--- config.mk ---
export PLATFORM = sky130hd
export DESIGN_NAME = tmr8_timer
export DESIGN_NICKNAME = d
export VERILOG_FILES = /design/src/include/tmr8_pkg.sv /design/src/include/tmr8_tick_if.sv /design/src/hw/tmr8_timer.sv /design/src/hw/tmr8_prescaler.sv
export VERILOG_INCLUDE_DIRS = /design/src /design/src/include
export SDC_FILE = /design/constraint.sdc
export NUM_CORES = 1
export LEC_CHECK = 0
export BUFFER_PORTS_ARGS = -buffer_cell sky130_fd_sc_hd__buf_2
export CORE_MARGIN = 2
export CORE_UTILIZATION = 57
export CTS_BUF_LIST = sky130_fd_sc_hd__clkbuf_8
export DETAILED_ROUTE_END_ITERATION = 8
export GPL_ROUTABILITY_DRIVEN = 0
export PLACE_DENSITY = 0.73
export SLEW_MARGIN = 20
export SYNTH_ARGS = -nofsm -noshare
export SYNTH_HDL_FRONTEND = slang
export SYNTH_SLANG_ARGS = --single-unit
--- constraint.sdc ---
create_clock -name clock_in -period 4.2 [get_ports clock_in]
set_input_delay 0.84 -clock clock_in [delete_from_list [all_inputs] [get_ports clock_in]]
set_output_delay 0.84 -clock clock_in [all_outputs]
set_load 0.1 [all_outputs]
--- src/include/tmr8_consts.svh ---
/*
 Offsets, field positions, reset values and prescaler taps of the 8-bit timer.
 Assumes it is included by bare name and that the register port is 8 bits wide.
*/
// Overview of operation
// - Nonzero channel B action takes over the pin; driver enabled only when direction is output.
// - Non-PWM channel B: 00 off, 01 toggle, 10 clear, 11 set on match.
// - Fast PWM channel B: 10 clear on match, set at bottom; 11 inverse; 01 reserved.
// - Fast PWM with compare B at TOP and upper bit set: match ignored, act at bottom.
// - Phase-correct channel B: 10 clears counting up, sets counting down; 11 inverse.
// - Phase-correct with compare B at TOP and upper bit set: match ignored, act at TOP.
// - Control A bits 3:2 always read zero.
// - Waveform mode is the control B high bit above the two control A bits.
// - Modes 0..3: normal, phase-correct, clear on compare A, fast PWM, as tabulated.
// - Mode 5 phase-correct and mode 7 fast PWM take TOP from compare A.
// - Force strobes act only in non-PWM modes; software writes them zero otherwise.
// - Force A applies channel A action now; no flag, no counter clear; reads zero.
// - Force B applies channel B action now; no flag, no counter clear; reads zero.
// - Clock select 0 stops; 1 direct; 2..5 divide by 8, 64, 256, 1024.
// - Clock select 6 counts falling and 7 rising edges of the external input.
// - External edges count even when that pin is an output.
// - Counter is read and written directly; a write blocks the next tick's match.
// - Compare A is compared always; match sets its flag and drives channel A.
// - Compare B is compared always; match sets its flag and drives channel B.
// - Mask bit 2 with global enable and flag B raises interrupt; bits 7:3 read zero.
// - Match flag B sets on match; cleared by vector or writing one.
// - Overflow flag sets where the mode says; cleared by vector or writing one.
`ifndef TMR8_CONSTS_SVH
`define TMR8_CONSTS_SVH
`define TMR8_ADDR_CTL_A 8'h24
`define TMR8_ADDR_CTL_B 8'h25
`define TMR8_ADDR_COUNT 8'h26
`define TMR8_ADDR_CMP_A 8'h27
`define TMR8_ADDR_CMP_B 8'h28
`define TMR8_ADDR_MASK 8'h29
`define TMR8_ADDR_FLAGS 8'h2a
`define TMR8_COM_A_LSB 6
`define TMR8_COM_B_LSB 4
`define TMR8_FORCE_A_BIT 7
`define TMR8_FORCE_B_BIT 6
`define TMR8_WGM_HI_BIT 3
`define TMR8_FLAG_OVF 0
`define TMR8_FLAG_A 1
`define TMR8_FLAG_B 2
`define TMR8_RESET_BYTE 8'h00
`define TMR8_MAX 8'hff
`define TMR8_BOTTOM 8'h00
`define TMR8_MODE_CTC 3'h2
`define TMR8_MODE_PC_A 3'h5
`define TMR8_MODE_FAST_A 3'h7
`define TMR8_CS_STOP 3'h0
`define TMR8_CS_DIRECT 3'h1
`define TMR8_CS_DIV8 3'h2
`define TMR8_CS_DIV64 3'h3
`define TMR8_CS_DIV256 3'h4
`define TMR8_CS_DIV1024 3'h5
`define TMR8_CS_EXT_FALL 3'h6
`define TMR8_CS_EXT_RISE 3'h7
`define TMR8_PRESC_WIDTH 10
`define TMR8_DIV8_LOG 3
`define TMR8_DIV64_LOG 6
`define TMR8_DIV256_LOG 8
`define TMR8_DIV1024_LOG 10
`endif

--- src/include/tmr8_pkg.sv ---
/*
 Types shared by the 8-bit timer modules.
 Assumes nothing beyond a SystemVerilog compiler.
*/
package tmr8_pkg;
    // Family of the waveform mode, which picks the output action table
    typedef enum logic [1:0] {
        TMR8_WAVE_NONPWM,
        TMR8_WAVE_FAST,
        TMR8_WAVE_PHASE
    } tmr8_wave_class_type;
endpackage

--- src/include/tmr8_tick_if.sv ---
/*
 Carrier of the prescaler tap pulses from the prescaler to the timer core.
 Assumes both ends run on the same clock.
*/
interface tmr8_tick_if;
    logic [3:0] tap;
    modport src (output tap);
    modport dst (input tap);
endinterface

--- src/hw/tmr8_timer.sv ---
/*
 8-bit timer with two compare channels, waveform modes, force strobes,
 clock selection and match/overflow flags behind a plain register port.
 Assumes register strobes and the external count input are synchronous
 to clock_in, and that port direction bits come from outside.
*/
`include "tmr8_consts.svh"
module tmr8_timer (
    input wire logic clock_in,
    input wire logic srst_in,
    input wire logic [7:0] reg_addr_in,
    input wire logic [7:0] reg_wdata_in,
    input wire logic reg_wr_in,
    input wire logic reg_rd_in,
    output logic [7:0] reg_rdata_out,
    input wire logic ext_count_in,
    input wire logic global_irq_enable_in,
    input wire logic [2:0] irq_ack_in,
    input wire logic [1:0] chan_dir_in,
    output logic chan_a_wave_out,
    output logic chan_b_wave_out,
    output logic [1:0] chan_pin_own_out,
    output logic [1:0] chan_pin_oe_out,
    output logic [2:0] irq_out
);
    logic [1:0][1:0] com;
    logic [2:0] wgm;
    logic [2:0] cs;
    logic [7:0] cnt;
    logic [1:0][7:0] ocr_sw;
    logic [1:0][7:0] ocr_act;
    logic [2:0] mask;
    logic [2:0] flags;
    logic down;
    logic blocked;
    logic ext_prev;
    logic [1:0] wave;
    logic [1:0] own;
    logic [1:0] oe;
    logic [2:0] irq;
    logic [7:0] rdata;
    logic [7:0] next_cnt;
    logic next_down;
    logic [1:0] next_wave;

    tmr8_pkg::tmr8_wave_class_type cls;

    tmr8_tick_if tick_bus ();

    tmr8_prescaler u_prescaler (
        .clock_in(clock_in),
        .srst_in(srst_in),
        .tick_bus(tick_bus.src)
    );

    // Register port decode
    wire wr_ctl_a = reg_wr_in && (reg_addr_in == `TMR8_ADDR_CTL_A);
    wire wr_ctl_b = reg_wr_in && (reg_addr_in == `TMR8_ADDR_CTL_B);
    wire cnt_wr = reg_wr_in && (reg_addr_in == `TMR8_ADDR_COUNT);
    wire wr_cmp_a = reg_wr_in && (reg_addr_in == `TMR8_ADDR_CMP_A);
    wire wr_cmp_b = reg_wr_in && (reg_addr_in == `TMR8_ADDR_CMP_B);
    wire wr_mask = reg_wr_in && (reg_addr_in == `TMR8_ADDR_MASK);
    wire wr_flags = reg_wr_in && (reg_addr_in == `TMR8_ADDR_FLAGS);

    // Mode family: low bit clear is non-PWM, then fast or phase-correct
    assign cls = !wgm[0] ? tmr8_pkg::TMR8_WAVE_NONPWM :
                 (wgm[1] ? tmr8_pkg::TMR8_WAVE_FAST : tmr8_pkg::TMR8_WAVE_PHASE);
    wire non_pwm = (cls == tmr8_pkg::TMR8_WAVE_NONPWM);
    wire phase = (cls == tmr8_pkg::TMR8_WAVE_PHASE);

    // TOP source: compare A in modes 2, 5 and 7, else the fixed maximum
    wire top_from_a = (wgm == `TMR8_MODE_CTC) || (wgm == `TMR8_MODE_PC_A) ||
                      (wgm == `TMR8_MODE_FAST_A);
    wire [7:0] top = top_from_a ? ocr_act[0] : `TMR8_MAX;
    wire at_top = (cnt == top);
    wire at_bottom = (cnt == `TMR8_BOTTOM);

    // Count clock selection, external edges counted regardless of direction
    wire ext_fall = ext_prev && !ext_count_in;
    wire ext_rise = !ext_prev && ext_count_in;
    wire tick = (cs == `TMR8_CS_DIRECT) ||
                ((cs == `TMR8_CS_DIV8) && tick_bus.tap[0]) ||
                ((cs == `TMR8_CS_DIV64) && tick_bus.tap[1]) ||
                ((cs == `TMR8_CS_DIV256) && tick_bus.tap[2]) ||
                ((cs == `TMR8_CS_DIV1024) && tick_bus.tap[3]) ||
                ((cs == `TMR8_CS_EXT_FALL) && ext_fall) ||
                ((cs == `TMR8_CS_EXT_RISE) && ext_rise);
    wire adv = tick && !cnt_wr;

    // Overflow point: bottom in phase-correct, TOP in mode 7, else maximum
    wire ovf_ev = adv && (phase ? at_bottom :
                  ((wgm == `TMR8_MODE_FAST_A) ? at_top : (cnt == `TMR8_MAX)));

    // Compare buffers load at once in non-PWM, at TOP or wrap in PWM
    wire ocr_upd = non_pwm || (adv && at_top);
    wire bot_ev = adv && at_top && !phase;
    wire top_ev = adv && at_top && phase;
    wire match_down = down && !at_bottom;

    // Per-channel compare, force and special-case decode
    wire [1:0] match;
    wire [1:0] eq_top;
    wire [1:0] force_st;
    wire [1:0] tgl_ok;
    for (genvar ch = 0; ch < 2; ch++) begin : g_cmp
        assign match[ch] = adv && !blocked && (cnt == ocr_act[ch]);
        assign eq_top[ch] = (ocr_act[ch] == top);
    end
    assign force_st[0] = wr_ctl_b && reg_wdata_in[`TMR8_FORCE_A_BIT];
    assign force_st[1] = wr_ctl_b && reg_wdata_in[`TMR8_FORCE_B_BIT];
    assign tgl_ok[0] = wgm[2];
    assign tgl_ok[1] = 1'b0;

    // Output action of one channel for its action field and mode family
    function automatic logic wave_step(
        input tmr8_pkg::tmr8_wave_class_type fam,
        input logic [1:0] act,
        input logic cur,
        input logic hit,
        input logic frc,
        input logic bot,
        input logic tp,
        input logic eqt,
        input logic dn,
        input logic tok
    );
        logic r;
        r = cur;
        unique case (fam)
            tmr8_pkg::TMR8_WAVE_NONPWM: begin
                if (hit || frc) begin
                    if (act == 2'h1) begin
                        r = !cur;
                    end else if (act[1]) begin
                        r = act[0];
                    end
                end
            end
            tmr8_pkg::TMR8_WAVE_FAST: begin
                if (act == 2'h1) begin
                    r = (tok && hit) ? !cur : cur;
                end else if (act[1]) begin
                    if (hit && !eqt) begin
                        r = act[0];
                    end else if (bot) begin
                        r = !act[0];
                    end
                end
            end
            tmr8_pkg::TMR8_WAVE_PHASE: begin
                if (act == 2'h1) begin
                    r = (tok && hit) ? !cur : cur;
                end else if (act[1]) begin
                    if (hit && !eqt) begin
                        r = dn ? !act[0] : act[0];
                    end else if (tp && eqt) begin
                        r = !act[0];
                    end
                end
            end
        endcase
        return r;
    endfunction

    // Waveform registers, force ignored outside non-PWM modes
    for (genvar ch = 0; ch < 2; ch++) begin : g_wave
        assign next_wave[ch] = wave_step(cls, com[ch], wave[ch], match[ch],
                                         force_st[ch] && non_pwm,
                                         bot_ev, top_ev, eq_top[ch], match_down,
                                         tgl_ok[ch]);
        always_ff @(posedge clock_in) begin
            if (srst_in) begin
                wave[ch] <= 1'b0;
                own[ch] <= 1'b0;
                oe[ch] <= 1'b0;
            end else begin
                wave[ch] <= next_wave[ch];
                own[ch] <= |com[ch];
                oe[ch] <= (|com[ch]) && chan_dir_in[ch];
            end
        end
    end

    // Counter sequence: single slope wraps at TOP, dual slope turns at ends
    always_comb begin
        next_cnt = cnt;
        next_down = phase ? down : 1'b0;
        if (cnt_wr) begin
            next_cnt = reg_wdata_in;
        end else if (tick) begin
            if (phase) begin
                if (!down && at_top) begin
                    next_cnt = cnt - 8'h01;
                    next_down = 1'b1;
                end else if (down && at_bottom) begin
                    next_cnt = cnt + 8'h01;
                    next_down = 1'b0;
                end else if (down) begin
                    next_cnt = cnt - 8'h01;
                end else begin
                    next_cnt = cnt + 8'h01;
                end
            end else if (at_top) begin
                next_cnt = `TMR8_BOTTOM;
            end else begin
                next_cnt = cnt + 8'h01;
            end
        end
    end

    // Flag update: hardware set wins over write-one and vector clears
    wire [2:0] flag_set = {match[1], match[0], ovf_ev};
    wire [2:0] flag_clr = irq_ack_in | (wr_flags ? reg_wdata_in[2:0] : 3'h0);
    wire [2:0] next_flags = (flags & ~flag_clr) | flag_set;

    // Read multiplexer; reserved and strobe bits read zero
    wire [7:0] rd_mux =
        (reg_addr_in == `TMR8_ADDR_CTL_A) ? {com[0], com[1], 2'h0, wgm[1:0]} :
        (reg_addr_in == `TMR8_ADDR_CTL_B) ? {4'h0, wgm[2], cs} :
        (reg_addr_in == `TMR8_ADDR_COUNT) ? cnt :
        (reg_addr_in == `TMR8_ADDR_CMP_A) ? ocr_sw[0] :
        (reg_addr_in == `TMR8_ADDR_CMP_B) ? ocr_sw[1] :
        (reg_addr_in == `TMR8_ADDR_MASK) ? {5'h00, mask} :
        (reg_addr_in == `TMR8_ADDR_FLAGS) ? {5'h00, flags} : 8'h00;

    // Control registers
    always_ff @(posedge clock_in) begin
        if (srst_in) begin
            com <= '0;
            wgm <= 3'h0;
            cs <= `TMR8_CS_STOP;
        end else begin
            if (wr_ctl_a) begin
                com[0] <= reg_wdata_in[`TMR8_COM_A_LSB +: 2];
                com[1] <= reg_wdata_in[`TMR8_COM_B_LSB +: 2];
                wgm[1:0] <= reg_wdata_in[1:0];
            end
            if (wr_ctl_b) begin
                wgm[2] <= reg_wdata_in[`TMR8_WGM_HI_BIT];
                cs <= reg_wdata_in[2:0];
            end
        end
    end

    // Compare registers: software copy and active copy
    always_ff @(posedge clock_in) begin
        if (srst_in) begin
            ocr_sw <= {2{`TMR8_RESET_BYTE}};
            ocr_act <= {2{`TMR8_RESET_BYTE}};
        end else begin
            if (wr_cmp_a) begin
                ocr_sw[0] <= reg_wdata_in;
            end
            if (wr_cmp_b) begin
                ocr_sw[1] <= reg_wdata_in;
            end
            if (ocr_upd) begin
                ocr_act <= ocr_sw;
            end
        end
    end

    // Counter, direction, match blocking and edge history
    always_ff @(posedge clock_in) begin
        if (srst_in) begin
            cnt <= `TMR8_RESET_BYTE;
            down <= 1'b0;
            blocked <= 1'b0;
            ext_prev <= 1'b0;
        end else begin
            cnt <= next_cnt;
            down <= next_down;
            blocked <= cnt_wr || (blocked && !tick);
            ext_prev <= ext_count_in;
        end
    end

    // Mask, flags, interrupt lines and read data
    always_ff @(posedge clock_in) begin
        if (srst_in) begin
            mask <= 3'h0;
            flags <= 3'h0;
            irq <= 3'h0;
            rdata <= 8'h00;
        end else begin
            if (wr_mask) begin
                mask <= reg_wdata_in[2:0];
            end
            flags <= next_flags;
            irq <= flags & mask & {3{global_irq_enable_in}};
            rdata <= reg_rd_in ? rd_mux : 8'h00;
        end
    end

    assign reg_rdata_out = rdata;
    assign chan_a_wave_out = wave[0];
    assign chan_b_wave_out = wave[1];
    assign chan_pin_own_out = own;
    assign chan_pin_oe_out = oe;
    assign irq_out = irq;
endmodule

--- src/hw/tmr8_prescaler.sv ---
/*
 Free-running prescaler giving one-cycle pulses at clock/8, /64, /256 and /1024.
 Assumes a synchronous active-high reset and the constants header.
*/
`include "tmr8_consts.svh"
module tmr8_prescaler #(
    parameter int WIDTH = `TMR8_PRESC_WIDTH
) (
    input wire logic clock_in,
    input wire logic srst_in,
    tmr8_tick_if.src tick_bus
);
    localparam int TAP_LOG [4] = '{`TMR8_DIV8_LOG, `TMR8_DIV64_LOG,
                                   `TMR8_DIV256_LOG, `TMR8_DIV1024_LOG};
    logic [WIDTH-1:0] count;
    logic [3:0] tap_q;
    logic [3:0] next_tap;

    // Each tap fires when its low counter bits are all ones
    for (genvar i = 0; i < 4; i++) begin : g_tap
        assign next_tap[i] = &count[TAP_LOG[i]-1:0];
    end

    // Divider chain and registered pulses
    always_ff @(posedge clock_in) begin
        if (srst_in) begin
            count <= '0;
            tap_q <= 4'h0;
        end else begin
            count <= count + WIDTH'(1);
            tap_q <= next_tap;
        end
    end

    assign tick_bus.tap = tap_q;
endmodule

# == Word-level counts from Yosys, hierarchy flattened ==
# Cells that the tools add are included.
# op_classes
bitwise,7
reduce_logical,77
n_addsub,3
mux,53
n_eq_ne,41
# op_table
cell,n
$mux 8,13
$eq 8x6->1 const B,7
$eq 8x8->1,5
$logic_and 1x1->1,38
$mux 1,33
$eq 3x3->1 const B,6
$reduce_and 8->1,2
$logic_not 1->1,14
$logic_or 1x1->1,12
$reduce_and 6->1,2
$add 10x1->10 const B,1
$reduce_and 10->1,1
$and 3x3->3,3
$eq 3x2->1 const B,3
$mux 3,3
$ne 3x2->1 const B,3
$add 8x1->8 const B,1
$eq 8x8->1 const B,1
$logic_not 8->1,1
$ne 2x2->1 const B,4
$sub 8x1->8 const B,1
$eq 2x1->1 const B,3
$ne 3x3->1 const B,2
$or 3x3->3,2
other kinds (15),20
# totals
reg_bits,90
input_bits,27

# == Logic depth before layout (Yosys ltp) ==
# logic_depth
depth_word,17
depth_mapped,10
mapped_depth_nobuf,8

# == Cells and area by module ==
# A second synthesis with hierarchy kept.
# unflattened
cells_unflattened,602
area_unflattened_um2,4931.0
# by_module_without_submodules
module,seq_area_each_um2,n_inst,area_each_um2,cells_each
tmr8_timer,1521.5,1,4406.7,550
tmr8_prescaler,280.3,1,524.3,52

# == Least setup slack after synthesis ==
# No wires, ideal clock.
# synth_path
path_type,in2reg
from,in reg_addr_in[5]
to,"reg wave[0], in the netlist chan_a_wave_out"
setup_slack_ns,1.412
cell_stages,9
arrival_time_ns,2.664
t_required_ns,4.076
path_buffers,1
setup_ns,0.124
path_cell_list,nor4b_1 and3b_1 and3_1 buf_4 or4_4 nor3_2 mux2_1 o221ai_2 mux2i_1
# synth_between
elab_chain_cells,11
word_cells_on_any_way,29
cone_classes,eq/ne (5); mux (8); reduce/logical (16)
# synth_lines
element,line,source
start: declaration,tmr8_timer.sv:11,"input wire logic [7:0] reg_addr_in,"
$eq 8x6->1 (no source line),n/a,
$logic_and 1x1->1,tmr8_timer.sv:59,wire cnt_wr = reg_wr_in && (reg_addr_in == `TMR8_ADDR_COUNT);
$logic_not 1->1,tmr8_timer.sv:88,wire adv = tick && !cnt_wr;
$logic_and 1x1->1,tmr8_timer.sv:88,
$logic_and 1x1->1 (2 in a row),tmr8_timer.sv:106,assign match[ch] = adv && !blocked && (cnt == ocr_act[ch]);
$logic_and 1x1->1,"tmr8_timer.sv:143, tmr8_timer.sv:154",
"$mux 1, on equally long branches","tmr8_timer.sv:154, tmr8_timer.sv:143",
"$mux 1, on equally long branches","tmr8_timer.sv:153, tmr8_timer.sv:142",
"$mux 1, on equally long branches","tmr8_timer.sv:151, tmr8_timer.sv:140",
$pmux 1 s3,tmr8_timer.sv:129,unique case (fam)
end signal: indexed assignment,tmr8_timer.sv:177,wave[ch] <= next_wave[ch];
end: declaration,tmr8_timer.sv:37,logic [1:0] wave;
# Several ways; a longest one is shown, not always the timed one. The select of a mux whose other input is x is not followed.
# A chain may end at the register's enable or synchronous reset.

# == Worst setup path in the final report ==
# layout_path
from,in reg_addr_in[4]
to,reg cnt[3]
# layout_between
elab_chain_cells,3
word_cells_on_any_way,4
cone_classes,eq/ne (1); mux (1); reduce/logical (2)
# layout_lines
element,line,source
$eq 8x6->1 (no source line) *,n/a,
$logic_and 1x1->1 *,tmr8_timer.sv:59,
$mux 8 or $reduce_bool 2->1 (tied branches),n/a,
end signal: assignment,tmr8_timer.sv:266,cnt <= `TMR8_RESET_BYTE;
end signal: assignment,tmr8_timer.sv:271,cnt <= next_cnt;
end: declaration,tmr8_timer.sv:29,logic [7:0] cnt;
# Mark *: on every way between the ends. The rest lies on a longest branch, timed or not.

==> results.tsv <==
stage	metric	value	unit
min_path	min_delay_path_depth	1	
critical_path	rrSetupSlack	1.41	ns
clock_network	ctsLongestPathBuffers	2	
layout	layout-drive-gt1-share	13.7	%
global_routing	grt_pass1_wl	19.8	mm
synthesis	avgSynthCellArea	8.43	sq um
sta	skew	0.0117	ns
synthesis	netlist_area	0.00463	sq mm
synthesis	syn_inst	549	
floorplan	start_util	59.2	%
drt	first_iter_violations	443	
clock_network	cts_inserted_buffers	9	
clock_network	ctsResizeCount	0	
critical_path	cp.required	4.46	ns
sta	maxSlewHeadroom	49.0	%
global_routing	overflow	0	
sta	finalCritPeriodShare	67.6	%
clock_network	htree_levels	3	
placed_design	dp_cells	668	
sta	setup_viol	0	
critical_path	start_kind	input port	
clock_network	cts_tree	built	
min_path	hold_path.class	reg -> reg	
power_and_ir_drop	switching_power	0.392	mW
critical_path	cp-end-kind	flip-flop	
placed_design	port_buffers	43	
critical_path	rr_endpoint	chan_a_wave_out	
sta	hold_violations	0	
drt	ant_nets	0	
clock_network	cts_setup_buffers	0	
synthesis	ys_seq_area_share	39.0	%
sta	post-route-min-period	2.84	ns
power_and_ir_drop	power_frac_comb	4.2	%
synthesis	ys.flop_type	dfxtp_1	
clock_network	path_clk_slew	0.10	ns
power_and_ir_drop	powerDensity	298	mW/mm^2
drt	dr_total_vias	4159	
synthesis	synth-seq-cells	90	
drt	drt_first_pass_iters	5	
synthesis	syn_nets	580	
clock_network	ctsHoldBuffers	0	
run_status	status	completed	
sta	tightest_slew	0.757	ns
power_and_ir_drop	intPower	1.10	mW
drt	via_per_inst	6.08	
synthesis	synth_edf_count	0	
layout	n_antenna_cell	0	
min_path	hp-start	u_prescaler.count[0]	
floorplan	dieHeight	94.1	um
sta	final.setup.tns	0	ns
layout	area_growth	8.52	%
sta	fmax	352	MHz
placed_design	dpl.hpwl	8.78	mm
sta	slew_violations	0	
clock_network	clk_latency	0.36	ns
job	cap_violations	0	
floorplan	chipWidth	94.1	um
drt	wirelength	12.2	mm
power_and_ir_drop	p_clk_share	38.2	%
floorplan	core	0.00781	sq mm
power_and_ir_drop	seqPwrFrac	57.5	%
clock_network	cts_root_buf	clkbuf_8	
drt	drt-wirelength-per-cell	17.8	um
floorplan	std_cell_rows	32	
global_routing	track_usage	28.8	%
critical_path	crit_type	in -> reg	
drt	route.detailed.drc	0	
critical_path	critPathArrivalTime	3.10	ns
placed_design	place_ws	1.01	ns
sta	rsz0062_at_grt	no	
critical_path	crit_fanout	12	
critical_path	rr_worst_depth	8	
power_and_ir_drop	power_leakage	2.14	nW
global_routing	first_global_vias	3895	
global_routing	grt_max_degree	43	
synthesis	yosysWarningCount	0	
clock_network	cts_sinks	90	
min_path	hold_end	u_prescaler.count[0]	
floorplan	io_pins	44	
critical_path	reg2reg_from	cnt[2]	
power_and_ir_drop	peakVddDrop	0.310	mV
layout	instances_no_fill	684	
synthesis	ys_types	65	
floorplan	dieArea	0.00885	sq mm
layout	nets	608	
global_routing	grt_antenna_before_repair	0	
synthesis	async_flop_share	0	%
layout	final.fill_count	692	
power_and_ir_drop	switching_share	26.2	%
sta	setup_ws	1.36	ns
final cells by class:
| class | instances | area [sq um] | share of cell area, % |
|---|---|---|---|
| clock buffer | 9 | 124 | 2.47 |
| clock inverter | 7 | 60.1 | 1.20 |
| inverter | 15 | 56.3 | 1.12 |
| multi-input combinational | 416 | 2620 | 52.2 |
| sequential | 90 | 1800 | 35.9 |
| tap | 102 | 128 | 2.54 |
| timing repair buffer | 45 | 230 | 4.59 |
synth_stat cells (all sizes together), types with 4 or more instances:
cell     n  area [sq um]
nand3   19           100
and2     4          25.0
inv     15          56.3
nor3    11          65.1
xnor2    9          78.8
nand2   43           166
o22ai   11          68.8
o21ai   13          68.8
nor2b    6          37.5
nand3b   5          37.5
xor2    18           158
a22oi    7          57.6
clkbuf  13          48.8
nand4    6          37.5
ha       4          50.1
a211oi   8          60.1
and3    12          76.3
a21oi   40           204
dfxtp   90          1800
nor4     4          25.0
nor4bb   4          40.0
buf     15          98.8
mux2i   47           470
nor2    99           372
placed cells by master (no fill, tap or decap), types with 3 or more instances in the layout:
cell type	n
and3_1	11
nand4_1	6
o31ai_1	3
o22ai_1	11
ha_1	4
clkbuf_8	9
buf_2	43
nor3_1	9
o311ai_1	3
mux2i_1	47
xor2_1	18
nand3_1	18
nor4_1	4
and2_1	4
inv_1	13
nor2_1	99
a211oi_1	8
nor2b_1	6
o21ai_0	10
nor4bb_1	4
nand2_1	41
a211o_1	3
nand2b_1	3
a21oi_1	39
dfxtp_1	90
nand3b_1	5
a22oi_1	6
xnor2_1	9
layer usage:
metal,GRT usage [%],vias to the layer above,part of all wire (%)
met1,38.5,1931,45
met4,10.3,0,3.0
li1,-,1996,-
met3,5.86,40,7.3
met2,46.1,192,45
met5,0,-,0
how the worst max path moves through the flow:
stage                        start               to  slack (ns)  depth (start not counted)
floorplan           reg_addr_in[5]  chan_a_wave_out        1.41                          9
global placement    reg_addr_in[4]           cnt[3]        1.12                          9
detailed placement  reg_addr_in[4]           cnt[3]        1.01                          9
CTS                 reg_addr_in[4]           cnt[3]        1.38                          9
global route        reg_addr_in[4]           cnt[3]        1.20                          9
finish              reg_addr_in[4]           cnt[3]        1.36                          9
power by group through the flow:
| stage | combinational [mW] | sequential, mW | clock, mW |
|---|---|---|---|
| after global routing | 0.0695 | 0.860 | 0.606 |
| after global placement | 0.0608 | 0.880 | 0 |
| after detailed placement | 0.0622 | 0.880 | 0 |
| final | 0.0633 | 0.860 | 0.571 |
| after CTS | 0.0622 | 0.860 | 0.576 |
| after floorplan | 0.0336 | 0.879 | 0 |
per-stage QoR:
stage | power [mW] | hold WS, ns | instance area (sq um) | utilization, %
2_1_floorplan | 0.913 | 0.430 | 4630 | -
3_3_place_gp | 0.940 | 0.447 | 4840 | 61.9
3_5_place_dp | 0.942 | 0.469 | 4840 | 61.9
4_1_cts | 1.50 | 0.488 | 5020 | 64.3
5_1_grt | 1.54 | 0.508 | 5020 | 64.3
6_report | 1.49 | 0.481 | 5020 | 64.3
sequential cells by signal, summed over array words and instances, names as in the netlist, 3 cells and up:
name / cells
ocr_act: 16
ocr_sw: 16
u_prescaler.count: 10
cnt: 8
reg_rdata_out: 8
com: 4
u_prescaler.tick_bus.tap: 4
cs: 3
flags: 3
irq_out: 3
mask: 3
wgm: 3
worst max-delay path, stage by stage:
cell	delay, ns
buf_2	0.10
nor4b_1	0.50
and3b_1	0.32
nand3_1	0.19
nand2_1	0.22
a211o_1	0.36
nor2b_1	0.10
a21o_1	0.19
a221o_1	0.28
logic make-up (layout without fill, tap and decap cells):
logic type / count (synthesis) / after routing / share of synthesized area [%]
buffers and inverters: 43 / 76 / 4.41
AOI/OAI and AO/OA: 107 / 107 / 15.3
xor gates and xnor gates: 27 / 27 / 5.11
DFF: 90 / 90 / 39.0
muxes: 48 / 48 / 10.4
and+or+nand+nor: 230 / 230 / 24.8
adders and majority gates: 4 / 4 / 1.08
No activity file was read; power rests on OpenSTA's default activity.
